===== config.mk =====
export PLATFORM = sky130hd
export DESIGN_NAME = cxm_matrix_dev_flat
export DESIGN_NICKNAME = d
export VERILOG_FILES = /design/src/rtl/cxm_pkg.sv /design/src/rtl/cxm_if.sv /design/src/rtl/cxm_matrix_dev.sv /design/src/flat_wrapper.sv
export SDC_FILE = /design/constraint.sdc
export NUM_CORES = 2
export LEC_CHECK = 0
export ABC_AREA = 1
export BUFFER_PORTS_ARGS = -buffer_cell sky130_fd_sc_hd__buf_2
export CORE_MARGIN = 2
export CORE_UTILIZATION = 45
export DETAILED_ROUTE_END_ITERATION = 8
export GPL_ROUTABILITY_DRIVEN = 0
export SLEW_MARGIN = 30
export SYNTH_ARGS = -nofsm -noshare
export SYNTH_HDL_FRONTEND = slang
export SYNTH_SLANG_ARGS = --single-unit

===== constraint.sdc =====
create_clock -name clock -period 7.5 [get_ports clock]
set_input_delay 1.5 -clock clock [delete_from_list [all_inputs] [get_ports clock]]
set_output_delay 1.5 -clock clock [all_outputs]
set_load 0.005 [all_outputs]

===== src/rtl/cxm_pkg.sv =====
package cxm_pkg;
  // channel widths
  localparam int IN_W                 = 8;
  localparam int output_channel_width = 8;
  localparam int CHANNELS             = 3;
  localparam int COEFS                = CHANNELS * CHANNELS;
  // coefficient format: signed 18 bits, 15 fraction bits
  localparam int COEF_W    = 18;
  localparam int COEF_FRAC = 15;
  // offsets one bit wider than an output channel
  localparam int OFS_W     = output_channel_width + 1;
  // product and accumulator widths
  localparam int PROD_W    = COEF_W + IN_W + 1;
  localparam int SUM_W     = PROD_W + 3;
  localparam logic signed [SUM_W-1:0] ROUND_HALF = 30'h0000_4000;
  localparam logic [output_channel_width-1:0] PIX_MAX = 8'hff;
  // control word layout
  localparam int CTRL_W   = 2;
  localparam int CTRL_EN  = 0;
  localparam int CTRL_UPD = 1;
  // bus lane of each channel (red, green, blue)
  localparam int LANE_R = 2;
  localparam int LANE_G = 0;
  localparam int LANE_B = 1;
  // processing latency in clock cycles
  localparam int LATENCY  = 7;
  localparam int CALC_DLY = 3;
  // reset values: identity matrix, zero offsets
  localparam logic [CTRL_W-1:0] CTRL_RST     = 2'h0;
  localparam logic [COEF_W-1:0] COEF_RST_DIA = 18'h08000;
  localparam logic [COEF_W-1:0] COEF_RST_OFF = 18'h00000;
  localparam logic [OFS_W-1:0]  OFS_RST      = 9'h000;
  // controller register word indices (byte address = 4 * index)
  localparam int ADDR_W = 4;
  localparam int DATA_W = 32;
  localparam logic [ADDR_W-1:0] REG_CTRL   = 4'h0;
  localparam logic [ADDR_W-1:0] REG_COEF0  = 4'h1;
  localparam logic [ADDR_W-1:0] REG_OFS0   = 4'ha;
  localparam logic [ADDR_W-1:0] REG_STATUS = 4'hd;
  localparam int CNT_W = 16;
  typedef logic signed [COEF_W-1:0] cxm_coef_t;
  typedef logic signed [OFS_W-1:0]  cxm_ofs_t;
endpackage


===== src/rtl/cxm_if.sv =====
`timescale 1ns/1ps
`default_nettype none
// coefficient port bundle between controller and matrix
interface cxm_if;
  logic [cxm_pkg::CTRL_W-1:0] control;        // enable, update semaphore
  cxm_pkg::cxm_coef_t         coef_row1_col1;
  cxm_pkg::cxm_coef_t         coef_row1_col2;
  cxm_pkg::cxm_coef_t         coef_row1_col3;
  cxm_pkg::cxm_coef_t         coef_row2_col1;
  cxm_pkg::cxm_coef_t         coef_row2_col2;
  cxm_pkg::cxm_coef_t         coef_row2_col3;
  cxm_pkg::cxm_coef_t         coef_row3_col1;
  cxm_pkg::cxm_coef_t         coef_row3_col2;
  cxm_pkg::cxm_coef_t         coef_row3_col3;
  cxm_pkg::cxm_ofs_t          offset_red;
  cxm_pkg::cxm_ofs_t          offset_green;
  cxm_pkg::cxm_ofs_t          offset_blue;
  logic                       update_taken;   // one-cycle pulse per load
  // matrix end reads the ports, reports loads
  modport dev (
    input  control, offset_red, offset_green, offset_blue,
    input  coef_row1_col1, coef_row1_col2, coef_row1_col3,
    input  coef_row2_col1, coef_row2_col2, coef_row2_col3,
    input  coef_row3_col1, coef_row3_col2, coef_row3_col3,
    output update_taken
  );
  // controller end drives the ports
  modport ctl (
    output control, offset_red, offset_green, offset_blue,
    output coef_row1_col1, coef_row1_col2, coef_row1_col3,
    output coef_row2_col1, coef_row2_col2, coef_row2_col3,
    output coef_row3_col1, coef_row3_col2, coef_row3_col3,
    input  update_taken
  );
endinterface
`default_nettype wire


===== src/rtl/cxm_matrix_dev.sv =====
// The register offsets and the Avalon-MM slave port were left to the implementer.
`timescale 1ns/1ps
`default_nettype none
module cxm_matrix_dev (
  input  wire logic                  clock,
  input  wire logic                  resetn,
  input  wire logic                  ce,
  input  wire logic                  sclr,
  input  wire logic [3*cxm_pkg::IN_W-1:0] video_data_in,
  input  wire logic                  hblank_in,
  input  wire logic                  vblank_in,
  input  wire logic                  active_video_in,
  output logic [3*cxm_pkg::output_channel_width-1:0] video_data_out,
  output logic                       hblank_out,
  output logic                       vblank_out,
  output logic                       active_video_out,
  cxm_if.dev                         link
);
  localparam int IW  = cxm_pkg::IN_W;
  localparam int OCW = cxm_pkg::output_channel_width;
  localparam int SW  = cxm_pkg::SUM_W;
  localparam int PW  = cxm_pkg::PROD_W;
  localparam int FR  = cxm_pkg::COEF_FRAC;
  localparam int LAT = cxm_pkg::LATENCY;
  localparam int DW  = 3 * IW + 3;  // raw data plus three syncs

  cxm_pkg::cxm_coef_t        coef_in   [9];  // ports, row-major
  cxm_pkg::cxm_ofs_t         ofs_in    [3];
  cxm_pkg::cxm_coef_t        port_coef [9];  // port registers
  cxm_pkg::cxm_ofs_t         port_ofs  [3];
  logic [cxm_pkg::CTRL_W-1:0] port_ctrl;
  cxm_pkg::cxm_coef_t        work_coef [9];  // working set
  cxm_pkg::cxm_ofs_t         work_ofs  [3];
  logic                      work_en;        // matrix applied
  logic                      vblank_q;       // last sampled vblank
  logic                      vblank_rise;
  logic                      load_set;       // copy into working set
  logic [DW-1:0]             dly [LAT];      // sync and raw data line
  logic [IW-1:0]             s1_px   [3];    // stage 1 pixels r,g,b
  logic signed [PW-1:0]      s2_prod [9];    // stage 2 products
  logic signed [SW-1:0]      s3_sum  [3];    // stage 3 row sums
  logic [3*OCW-1:0]          s4_bus;         // stage 4 clamped
  logic [3*OCW-1:0]          next_s4_bus;
  logic [3*OCW-1:0]          tail [LAT-4];   // stages 5 to 7

  // unpack the port bundle
  assign coef_in[0] = link.coef_row1_col1;
  assign coef_in[1] = link.coef_row1_col2;
  assign coef_in[2] = link.coef_row1_col3;
  assign coef_in[3] = link.coef_row2_col1;
  assign coef_in[4] = link.coef_row2_col2;
  assign coef_in[5] = link.coef_row2_col3;
  assign coef_in[6] = link.coef_row3_col1;
  assign coef_in[7] = link.coef_row3_col2;
  assign coef_in[8] = link.coef_row3_col3;
  assign ofs_in[0]  = link.offset_red;
  assign ofs_in[1]  = link.offset_green;
  assign ofs_in[2]  = link.offset_blue;

  // frame end: rising vblank as sampled under ce
  assign vblank_rise = vblank_in & ~vblank_q;
  // load only when the semaphore is up at that edge
  assign load_set = ce & vblank_rise
                  & port_ctrl[cxm_pkg::CTRL_UPD];

  // vblank history for edge detection
  always_ff @(posedge clock or negedge resetn) begin
    if (!resetn) begin
      vblank_q <= 1'b0;
    end else if (sclr) begin
      vblank_q <= 1'b0;
    end else if (ce) begin
      vblank_q <= vblank_in;
    end
  end

  // port registers follow the ports every enabled cycle
  always_ff @(posedge clock or negedge resetn) begin
    if (!resetn) begin
      port_ctrl <= cxm_pkg::CTRL_RST;
      for (int i = 0; i < 9; i++) begin
        port_coef[i] <= (i % 4 == 0) ? cxm_pkg::COEF_RST_DIA
                                     : cxm_pkg::COEF_RST_OFF;
      end
      for (int i = 0; i < 3; i++) begin
        port_ofs[i] <= cxm_pkg::OFS_RST;
      end
    end else if (sclr) begin
      port_ctrl <= cxm_pkg::CTRL_RST;
      for (int i = 0; i < 9; i++) begin
        port_coef[i] <= (i % 4 == 0) ? cxm_pkg::COEF_RST_DIA
                                     : cxm_pkg::COEF_RST_OFF;
      end
      for (int i = 0; i < 3; i++) begin
        port_ofs[i] <= cxm_pkg::OFS_RST;
      end
    end else if (ce) begin
      port_ctrl <= link.control;
      for (int i = 0; i < 9; i++) begin
        port_coef[i] <= coef_in[i];
      end
      for (int i = 0; i < 3; i++) begin
        port_ofs[i] <= ofs_in[i];
      end
    end
  end

  // working set changes only at a frame boundary, so no tearing
  always_ff @(posedge clock or negedge resetn) begin
    if (!resetn) begin
      for (int i = 0; i < 9; i++) begin
        work_coef[i] <= (i % 4 == 0) ? cxm_pkg::COEF_RST_DIA
                                     : cxm_pkg::COEF_RST_OFF;
      end
      for (int i = 0; i < 3; i++) begin
        work_ofs[i] <= cxm_pkg::OFS_RST;
      end
    end else if (sclr) begin
      for (int i = 0; i < 9; i++) begin
        work_coef[i] <= (i % 4 == 0) ? cxm_pkg::COEF_RST_DIA
                                     : cxm_pkg::COEF_RST_OFF;
      end
      for (int i = 0; i < 3; i++) begin
        work_ofs[i] <= cxm_pkg::OFS_RST;
      end
    end else if (load_set) begin
      for (int i = 0; i < 9; i++) begin
        work_coef[i] <= port_coef[i];
      end
      for (int i = 0; i < 3; i++) begin
        work_ofs[i] <= port_ofs[i];
      end
    end
  end

  // enable follows software at every frame end, no semaphore
  always_ff @(posedge clock or negedge resetn) begin
    if (!resetn) begin
      work_en <= 1'b0;
    end else if (sclr) begin
      work_en <= 1'b0;
    end else if (ce && vblank_rise) begin
      work_en <= port_ctrl[cxm_pkg::CTRL_EN];
    end
  end

  // tell the controller its stored set was taken
  always_ff @(posedge clock or negedge resetn) begin
    if (!resetn) begin
      link.update_taken <= 1'b0;
    end else if (sclr) begin
      link.update_taken <= 1'b0;
    end else begin
      link.update_taken <= load_set;
    end
  end

  // delay line for syncs and bypass data, seven deep
  always_ff @(posedge clock or negedge resetn) begin
    if (!resetn) begin
      for (int k = 0; k < LAT; k++) begin
        dly[k] <= '0;
      end
    end else if (sclr) begin
      for (int k = 0; k < LAT; k++) begin
        dly[k] <= '0;
      end
    end else if (ce) begin
      dly[0] <= {hblank_in, vblank_in, active_video_in, video_data_in};
      for (int k = 1; k < LAT; k++) begin
        dly[k] <= dly[k-1];
      end
    end
  end

  // per channel: input slice, weighted row sum with offset
  for (genvar c = 0; c < 3; c++) begin : g_chan
    localparam int LANE = (c == 0) ? cxm_pkg::LANE_R :
                          (c == 1) ? cxm_pkg::LANE_G : cxm_pkg::LANE_B;
    // stage 1: pick this channel out of the bus
    always_ff @(posedge clock or negedge resetn) begin
      if (!resetn) begin
        s1_px[c] <= '0;
      end else if (sclr) begin
        s1_px[c] <= '0;
      end else if (ce) begin
        s1_px[c] <= video_data_in[LANE*IW +: IW];
      end
    end
    // stage 2: column c of every row times pixel c
    // fixed indices keep each channel's products in its own process;
    // operands widen first so the product is never cut to 18 bits
    always_ff @(posedge clock or negedge resetn) begin
      if (!resetn) begin
        s2_prod[c]   <= '0;
        s2_prod[c+3] <= '0;
        s2_prod[c+6] <= '0;
      end else if (sclr) begin
        s2_prod[c]   <= '0;
        s2_prod[c+3] <= '0;
        s2_prod[c+6] <= '0;
      end else if (ce) begin
        s2_prod[c]   <= PW'(work_coef[c]) * PW'($signed({1'b0, s1_px[c]}));
        s2_prod[c+3] <= PW'(work_coef[c+3]) * PW'($signed({1'b0, s1_px[c]}));
        s2_prod[c+6] <= PW'(work_coef[c+6]) * PW'($signed({1'b0, s1_px[c]}));
      end
    end
    // stage 3: row c sum, offset scaled to the fraction, rounding
    always_ff @(posedge clock or negedge resetn) begin
      if (!resetn) begin
        s3_sum[c] <= '0;
      end else if (sclr) begin
        s3_sum[c] <= '0;
      end else if (ce) begin
        s3_sum[c] <= SW'(s2_prod[c*3]) + SW'(s2_prod[c*3+1])
                   + SW'(s2_prod[c*3+2])
                   + (SW'(work_ofs[c]) <<< FR)
                   + cxm_pkg::ROUND_HALF;
      end
    end
    // clamp to the output range; bypass when disabled
    always_comb begin
      next_s4_bus[LANE*OCW +: OCW] =
        dly[cxm_pkg::CALC_DLY-1][LANE*IW +: IW];
      if (work_en) begin
        if (s3_sum[c] < 0) begin
          next_s4_bus[LANE*OCW +: OCW] = '0;
        end else if ((s3_sum[c] >>> FR) > SW'(cxm_pkg::PIX_MAX)) begin
          next_s4_bus[LANE*OCW +: OCW] = cxm_pkg::PIX_MAX;
        end else begin
          next_s4_bus[LANE*OCW +: OCW] = s3_sum[c][FR +: OCW];
        end
      end
    end
  end

  // stages 4 to 7: clamp result then pad to the fixed latency
  always_ff @(posedge clock or negedge resetn) begin
    if (!resetn) begin
      s4_bus <= '0;
      for (int k = 0; k < LAT - 4; k++) begin
        tail[k] <= '0;
      end
    end else if (sclr) begin
      s4_bus <= '0;
      for (int k = 0; k < LAT - 4; k++) begin
        tail[k] <= '0;
      end
    end else if (ce) begin
      s4_bus  <= next_s4_bus;
      tail[0] <= s4_bus;
      for (int k = 1; k < LAT - 4; k++) begin
        tail[k] <= tail[k-1];
      end
    end
  end

  // outputs straight from the last stage flops
  assign video_data_out   = tail[LAT-5];
  assign hblank_out       = dly[LAT-1][3*IW+2];
  assign vblank_out       = dly[LAT-1][3*IW+1];
  assign active_video_out = dly[LAT-1][3*IW];
endmodule
`default_nettype wire


===== src/flat_wrapper.sv =====
// flat-port wrapper written by rule: the top's interface ports become plain ports
module cxm_matrix_dev_flat 
  (clock, resetn, ce, sclr, video_data_in, hblank_in, vblank_in, active_video_in, video_data_out, hblank_out, vblank_out, active_video_out, link_control, link_offset_red, link_offset_green, link_offset_blue, link_coef_row1_col1, link_coef_row1_col2, link_coef_row1_col3, link_coef_row2_col1, link_coef_row2_col2, link_coef_row2_col3, link_coef_row3_col1, link_coef_row3_col2, link_coef_row3_col3, link_update_taken);
  cxm_if link_i ();
  input  wire logic clock;
  input  wire logic resetn;
  input  wire logic ce;
  input  wire logic sclr;
  input  wire logic [3*cxm_pkg::IN_W-1:0] video_data_in;
  input  wire logic hblank_in;
  input  wire logic vblank_in;
  input  wire logic active_video_in;
  output logic [3*cxm_pkg::output_channel_width-1:0] video_data_out;
  output logic hblank_out;
  output logic vblank_out;
  output logic active_video_out;
  input wire logic [$bits(link_i.control)-1:0] link_control;
  input wire logic [$bits(link_i.offset_red)-1:0] link_offset_red;
  input wire logic [$bits(link_i.offset_green)-1:0] link_offset_green;
  input wire logic [$bits(link_i.offset_blue)-1:0] link_offset_blue;
  input wire logic [$bits(link_i.coef_row1_col1)-1:0] link_coef_row1_col1;
  input wire logic [$bits(link_i.coef_row1_col2)-1:0] link_coef_row1_col2;
  input wire logic [$bits(link_i.coef_row1_col3)-1:0] link_coef_row1_col3;
  input wire logic [$bits(link_i.coef_row2_col1)-1:0] link_coef_row2_col1;
  input wire logic [$bits(link_i.coef_row2_col2)-1:0] link_coef_row2_col2;
  input wire logic [$bits(link_i.coef_row2_col3)-1:0] link_coef_row2_col3;
  input wire logic [$bits(link_i.coef_row3_col1)-1:0] link_coef_row3_col1;
  input wire logic [$bits(link_i.coef_row3_col2)-1:0] link_coef_row3_col2;
  input wire logic [$bits(link_i.coef_row3_col3)-1:0] link_coef_row3_col3;
  output wire logic [$bits(link_i.update_taken)-1:0] link_update_taken;
  assign link_i.control = link_control;
  assign link_i.offset_red = link_offset_red;
  assign link_i.offset_green = link_offset_green;
  assign link_i.offset_blue = link_offset_blue;
  assign link_i.coef_row1_col1 = link_coef_row1_col1;
  assign link_i.coef_row1_col2 = link_coef_row1_col2;
  assign link_i.coef_row1_col3 = link_coef_row1_col3;
  assign link_i.coef_row2_col1 = link_coef_row2_col1;
  assign link_i.coef_row2_col2 = link_coef_row2_col2;
  assign link_i.coef_row2_col3 = link_coef_row2_col3;
  assign link_i.coef_row3_col1 = link_coef_row3_col1;
  assign link_i.coef_row3_col2 = link_coef_row3_col2;
  assign link_i.coef_row3_col3 = link_coef_row3_col3;
  assign link_update_taken = link_i.update_taken;
  cxm_matrix_dev u_core (.clock(clock), .resetn(resetn), .ce(ce), .sclr(sclr), .video_data_in(video_data_in), .hblank_in(hblank_in), .vblank_in(vblank_in), .active_video_in(active_video_in), .video_data_out(video_data_out), .hblank_out(hblank_out), .vblank_out(vblank_out), .active_video_out(active_video_out), .link(link_i));
endmodule

==> qor.txt <==
Result of the run - finished clean
Via count of the first global-routing pass - 71700
Setup slack at placement - 1.97 ns
Endpoint class of the critical path - flop
Number of buffers added on ports - 249
CTS buffer count - 104
Share of cells above drive strength 1 - 0.0537
Fin cells - 13800
Cell with the largest stage delay on the worst path - dfrtp_2
Setup Viol. Count Final - 0
GRT Util Overall - 0.251
Power after layout - 11.7 mW
Number of levels the H-tree was split into - 3
Final max-slew violation count - 0
Critical path launch point type - flop
Peak-usage layer in the global routing report - met2
Headroom to the max-slew limit - 0.306
Start point of the critical path - u_core.s1_px[18]
CP bufs+invs - 4
Unique masters post-synth - 64
Reg-to-Reg End - u_core.s2_prod[234]
Synth Area per Inst - 7.89 sq um
Fraction of registers with async set/reset - 1.00
Area Growth Syn to Fin - 7.67%
Largest clock skew in the final design - 0.0906 ns
Clock tree buffer depth - 3
Final count of hold timing violations - 0
Number of vias after detailed routing - 69600
Pin count of the biggest net entering global routing - 160
RR Startpoint - u_core.s1_px[18]
Critical path data required time - 8.15 ns
TritonCTS clock tree - built
Wire length reported by the detailed router - 246000 um
Post-synthesis instance total - 11200
Max rail drop VDD - 0.196 mV
Clock Latency Late Sink - 0.81 ns
Setup TNS - 0 ns
Largest fanout on the critical path - 38
Grt met3 use - 0.0287
Kind of cell with the highest combined delay on the critical path - adder cells
Routed wire per std cell - 17.8 um
Unrepaired setup endpoints after global routing - false
Total power divided by cell area - 123 nW/um^2
Die Ht - 447 um
Period minus WS final - 5.57 ns
DRC marker count from the first detailed-route iteration - 5000
Cts hold-fix bufs - 0
Area fraction of the dominant cell type after synthesis - 0.251
Number of max-cap violations - 0
Commonest non-fill, non-tap cells in the layout - inv_1, nand2_1, fa_1
Warnings, synthesis - 0
Cell count after placement - 13600
Max frequency - 180 MHz
Clock input transition at the sequential cells of the worst setup and hold paths - 0.06 ns
Number of enable flip-flop cells after synthesis - 0
CP max stage delay - 1.03 ns
Initial Util - 0.453
Fin util - 0.488
CTS sink cnt - 859
Overflow after GRT - 0
DR DRC count - 0
Hold Path Depth - 2
Worst hold margin - 0.454 ns
GR Layer Usage met2 - 0.409
Most area-hungry cell type in the Yosys netlist - fa_1
Worst hold-check path type - flop to flop
Register-to-Register Path Depth - 17
Width of the chip - 447 um
Cts repair resizes - 0
Number of setup buffers added after CTS - 0
Area of all placed cells without fillers - 95000 sq um
Drt pass-1 iters - 6
Wire length of the first global-routing pass - 395000 um
Count of antenna-violating nets left after detailed routing - 0
Share of synthesized area occupied by flip-flops and latches - 0.244
Total nets after synthesis - 13100
Most area-consuming cells after synthesis - fa_1, dfrtp_1, inv_1
Die area - 200000 sq um
Most used flip-flop cell after synthesis - dfrtp_1
Post-detailed-placement cell area - 91300 sq um
Detail Placement HPWL - 191000 um
Most common cell after layout, fill and taps aside - inv_1
Placeable core region - 195000 sq um
Number of antenna violations at the first check in global routing - 6
Critical path arrival - 6.21 ns
Number of nets in the layout - 13000
Critical Setup Path Class - flop to flop
Ordered cell list for the critical path - buf_4 -> nand2_1 -> fa_1 -> inv_1 -> fa_1 -> inv_1 -> fa_1 -> fa_1 -> inv_1 -> ha_1 -> a21oi_1 -> nand2_1 -> a21oi_2 -> o21ai_2 -> a21oi_1 -> xor2_1 -> o31ai_1
Slew at the pin closest to its max-slew limit - 1.03 ns
Setup slack of the worst register-to-register path - 1.93 ns
CTS root buffer - clkbuf_16
Fin worst setup slack - 1.93 ns
Period Utilization, post-route - 0.742
Leakage component of the power - 55.6 nW
Synth Register Bits - 859
Top Ports - 250
Vias per std cell - 5.05
Min-Delay Endpoint - u_core.work_coef[96]
Post-Synthesis Cell Area - 88200 sq um
Most used cell along the critical path - fa_1
Met1 Track Usage GR - 0.339
Origin of the worst min-delay path - u_core.port_coef[96]
Std cell rows - 162
## worst max-delay path by stage
stage | end | slack, ns | depth (start not counted)
6_report | u_core.s2_prod[234] | 1.93 | 17
5_1_grt | u_core.s2_prod[23] | 1.57 | 20
4_1_cts | u_core.s2_prod[161] | 1.91 | 20
3_5_place_dp | u_core.s2_prod[23] | 1.97 | 20
3_3_place_gp | u_core.s2_prod[52] | 1.98 | 19
2_1_floorplan | u_core.s2_prod[239] | 2.86 | 20
## worst reg2reg max path, delay by kind of cell (launching register included)
kind	cells	cell delay, ns
adders and majority gates	5	2.32
AOI/OAI and AO/OA	5	1.05
DFF	1	1.03
buffers and inverters	4	0.60
and+or+nand+nor	2	0.28
xor gates and xnor gates	1	0.14
## state kept, by name, indices dropped and copies added (netlist names), 2 cells and up
signal,flops
u_core.dly,69
u_core.port_coef,162
u_core.port_ctrl,2
u_core.port_ofs,27
u_core.s1_px,21
u_core.s2_prod,243
u_core.s3_sum,45
u_core.s4_bus,24
u_core.tail,48
u_core.video_data_out,24
u_core.work_coef,162
u_core.work_ofs,27
## synth_stat cells, drive strengths merged, types with 6 or more instances
library cell and count:
a211oi 6, a21boi 11, a21o 34, a21oi 369, a22oi 24, a31oi 29, buf 143, clkbuf 379
dfrtp 853, dfstp 6, fa 1107, ha 615, inv 2924, nand2 2787, nand3 200, nand4 30
nor2 274, nor3 56, nor4 13, o211a 12, o21a 11, o21ai 847, o21bai 43, o22ai 139
o31ai 20, or2 13, xnor2 95, xor2 99
## report_power, final
group | switching [mW] | leakage, nW | internal (mW)
Combinational | 0.965 | 42.2 | 0.401
Clock | 2.27 | 1.74 | 3.03
Sequential | 0.234 | 11.7 | 4.81
Total | 3.47 | 55.6 | 8.24
## cell type report
class | instances | area [sq um]
fill | 19000 | 99800
antenna | 4 | 10.0
clock inverter | 51 | 658
inverter | 2925 | 11000
tap | 2624 | 3280
multi-input combinational | 6871 | 53600
clock buffer | 143 | 2980
timing repair buffer | 309 | 1920
sequential | 859 | 21500
## layer usage
layer	vias to the layer above	routed length (um)
met1	34300	107000
met3	387	13100
met4	6	11600
met5	-	34
met2	1873	114000
li1	33000	-
## kinds of logic after synthesis
kind of cell,synth area share
and+or+nand+nor,0.151
buffers and inverters,0.149
xor gates and xnor gates,0.0193
AOI/OAI and AO/OA,0.0987
DFF,0.244
adders and majority gates,0.338
Power figures use the tool's default switching activity.
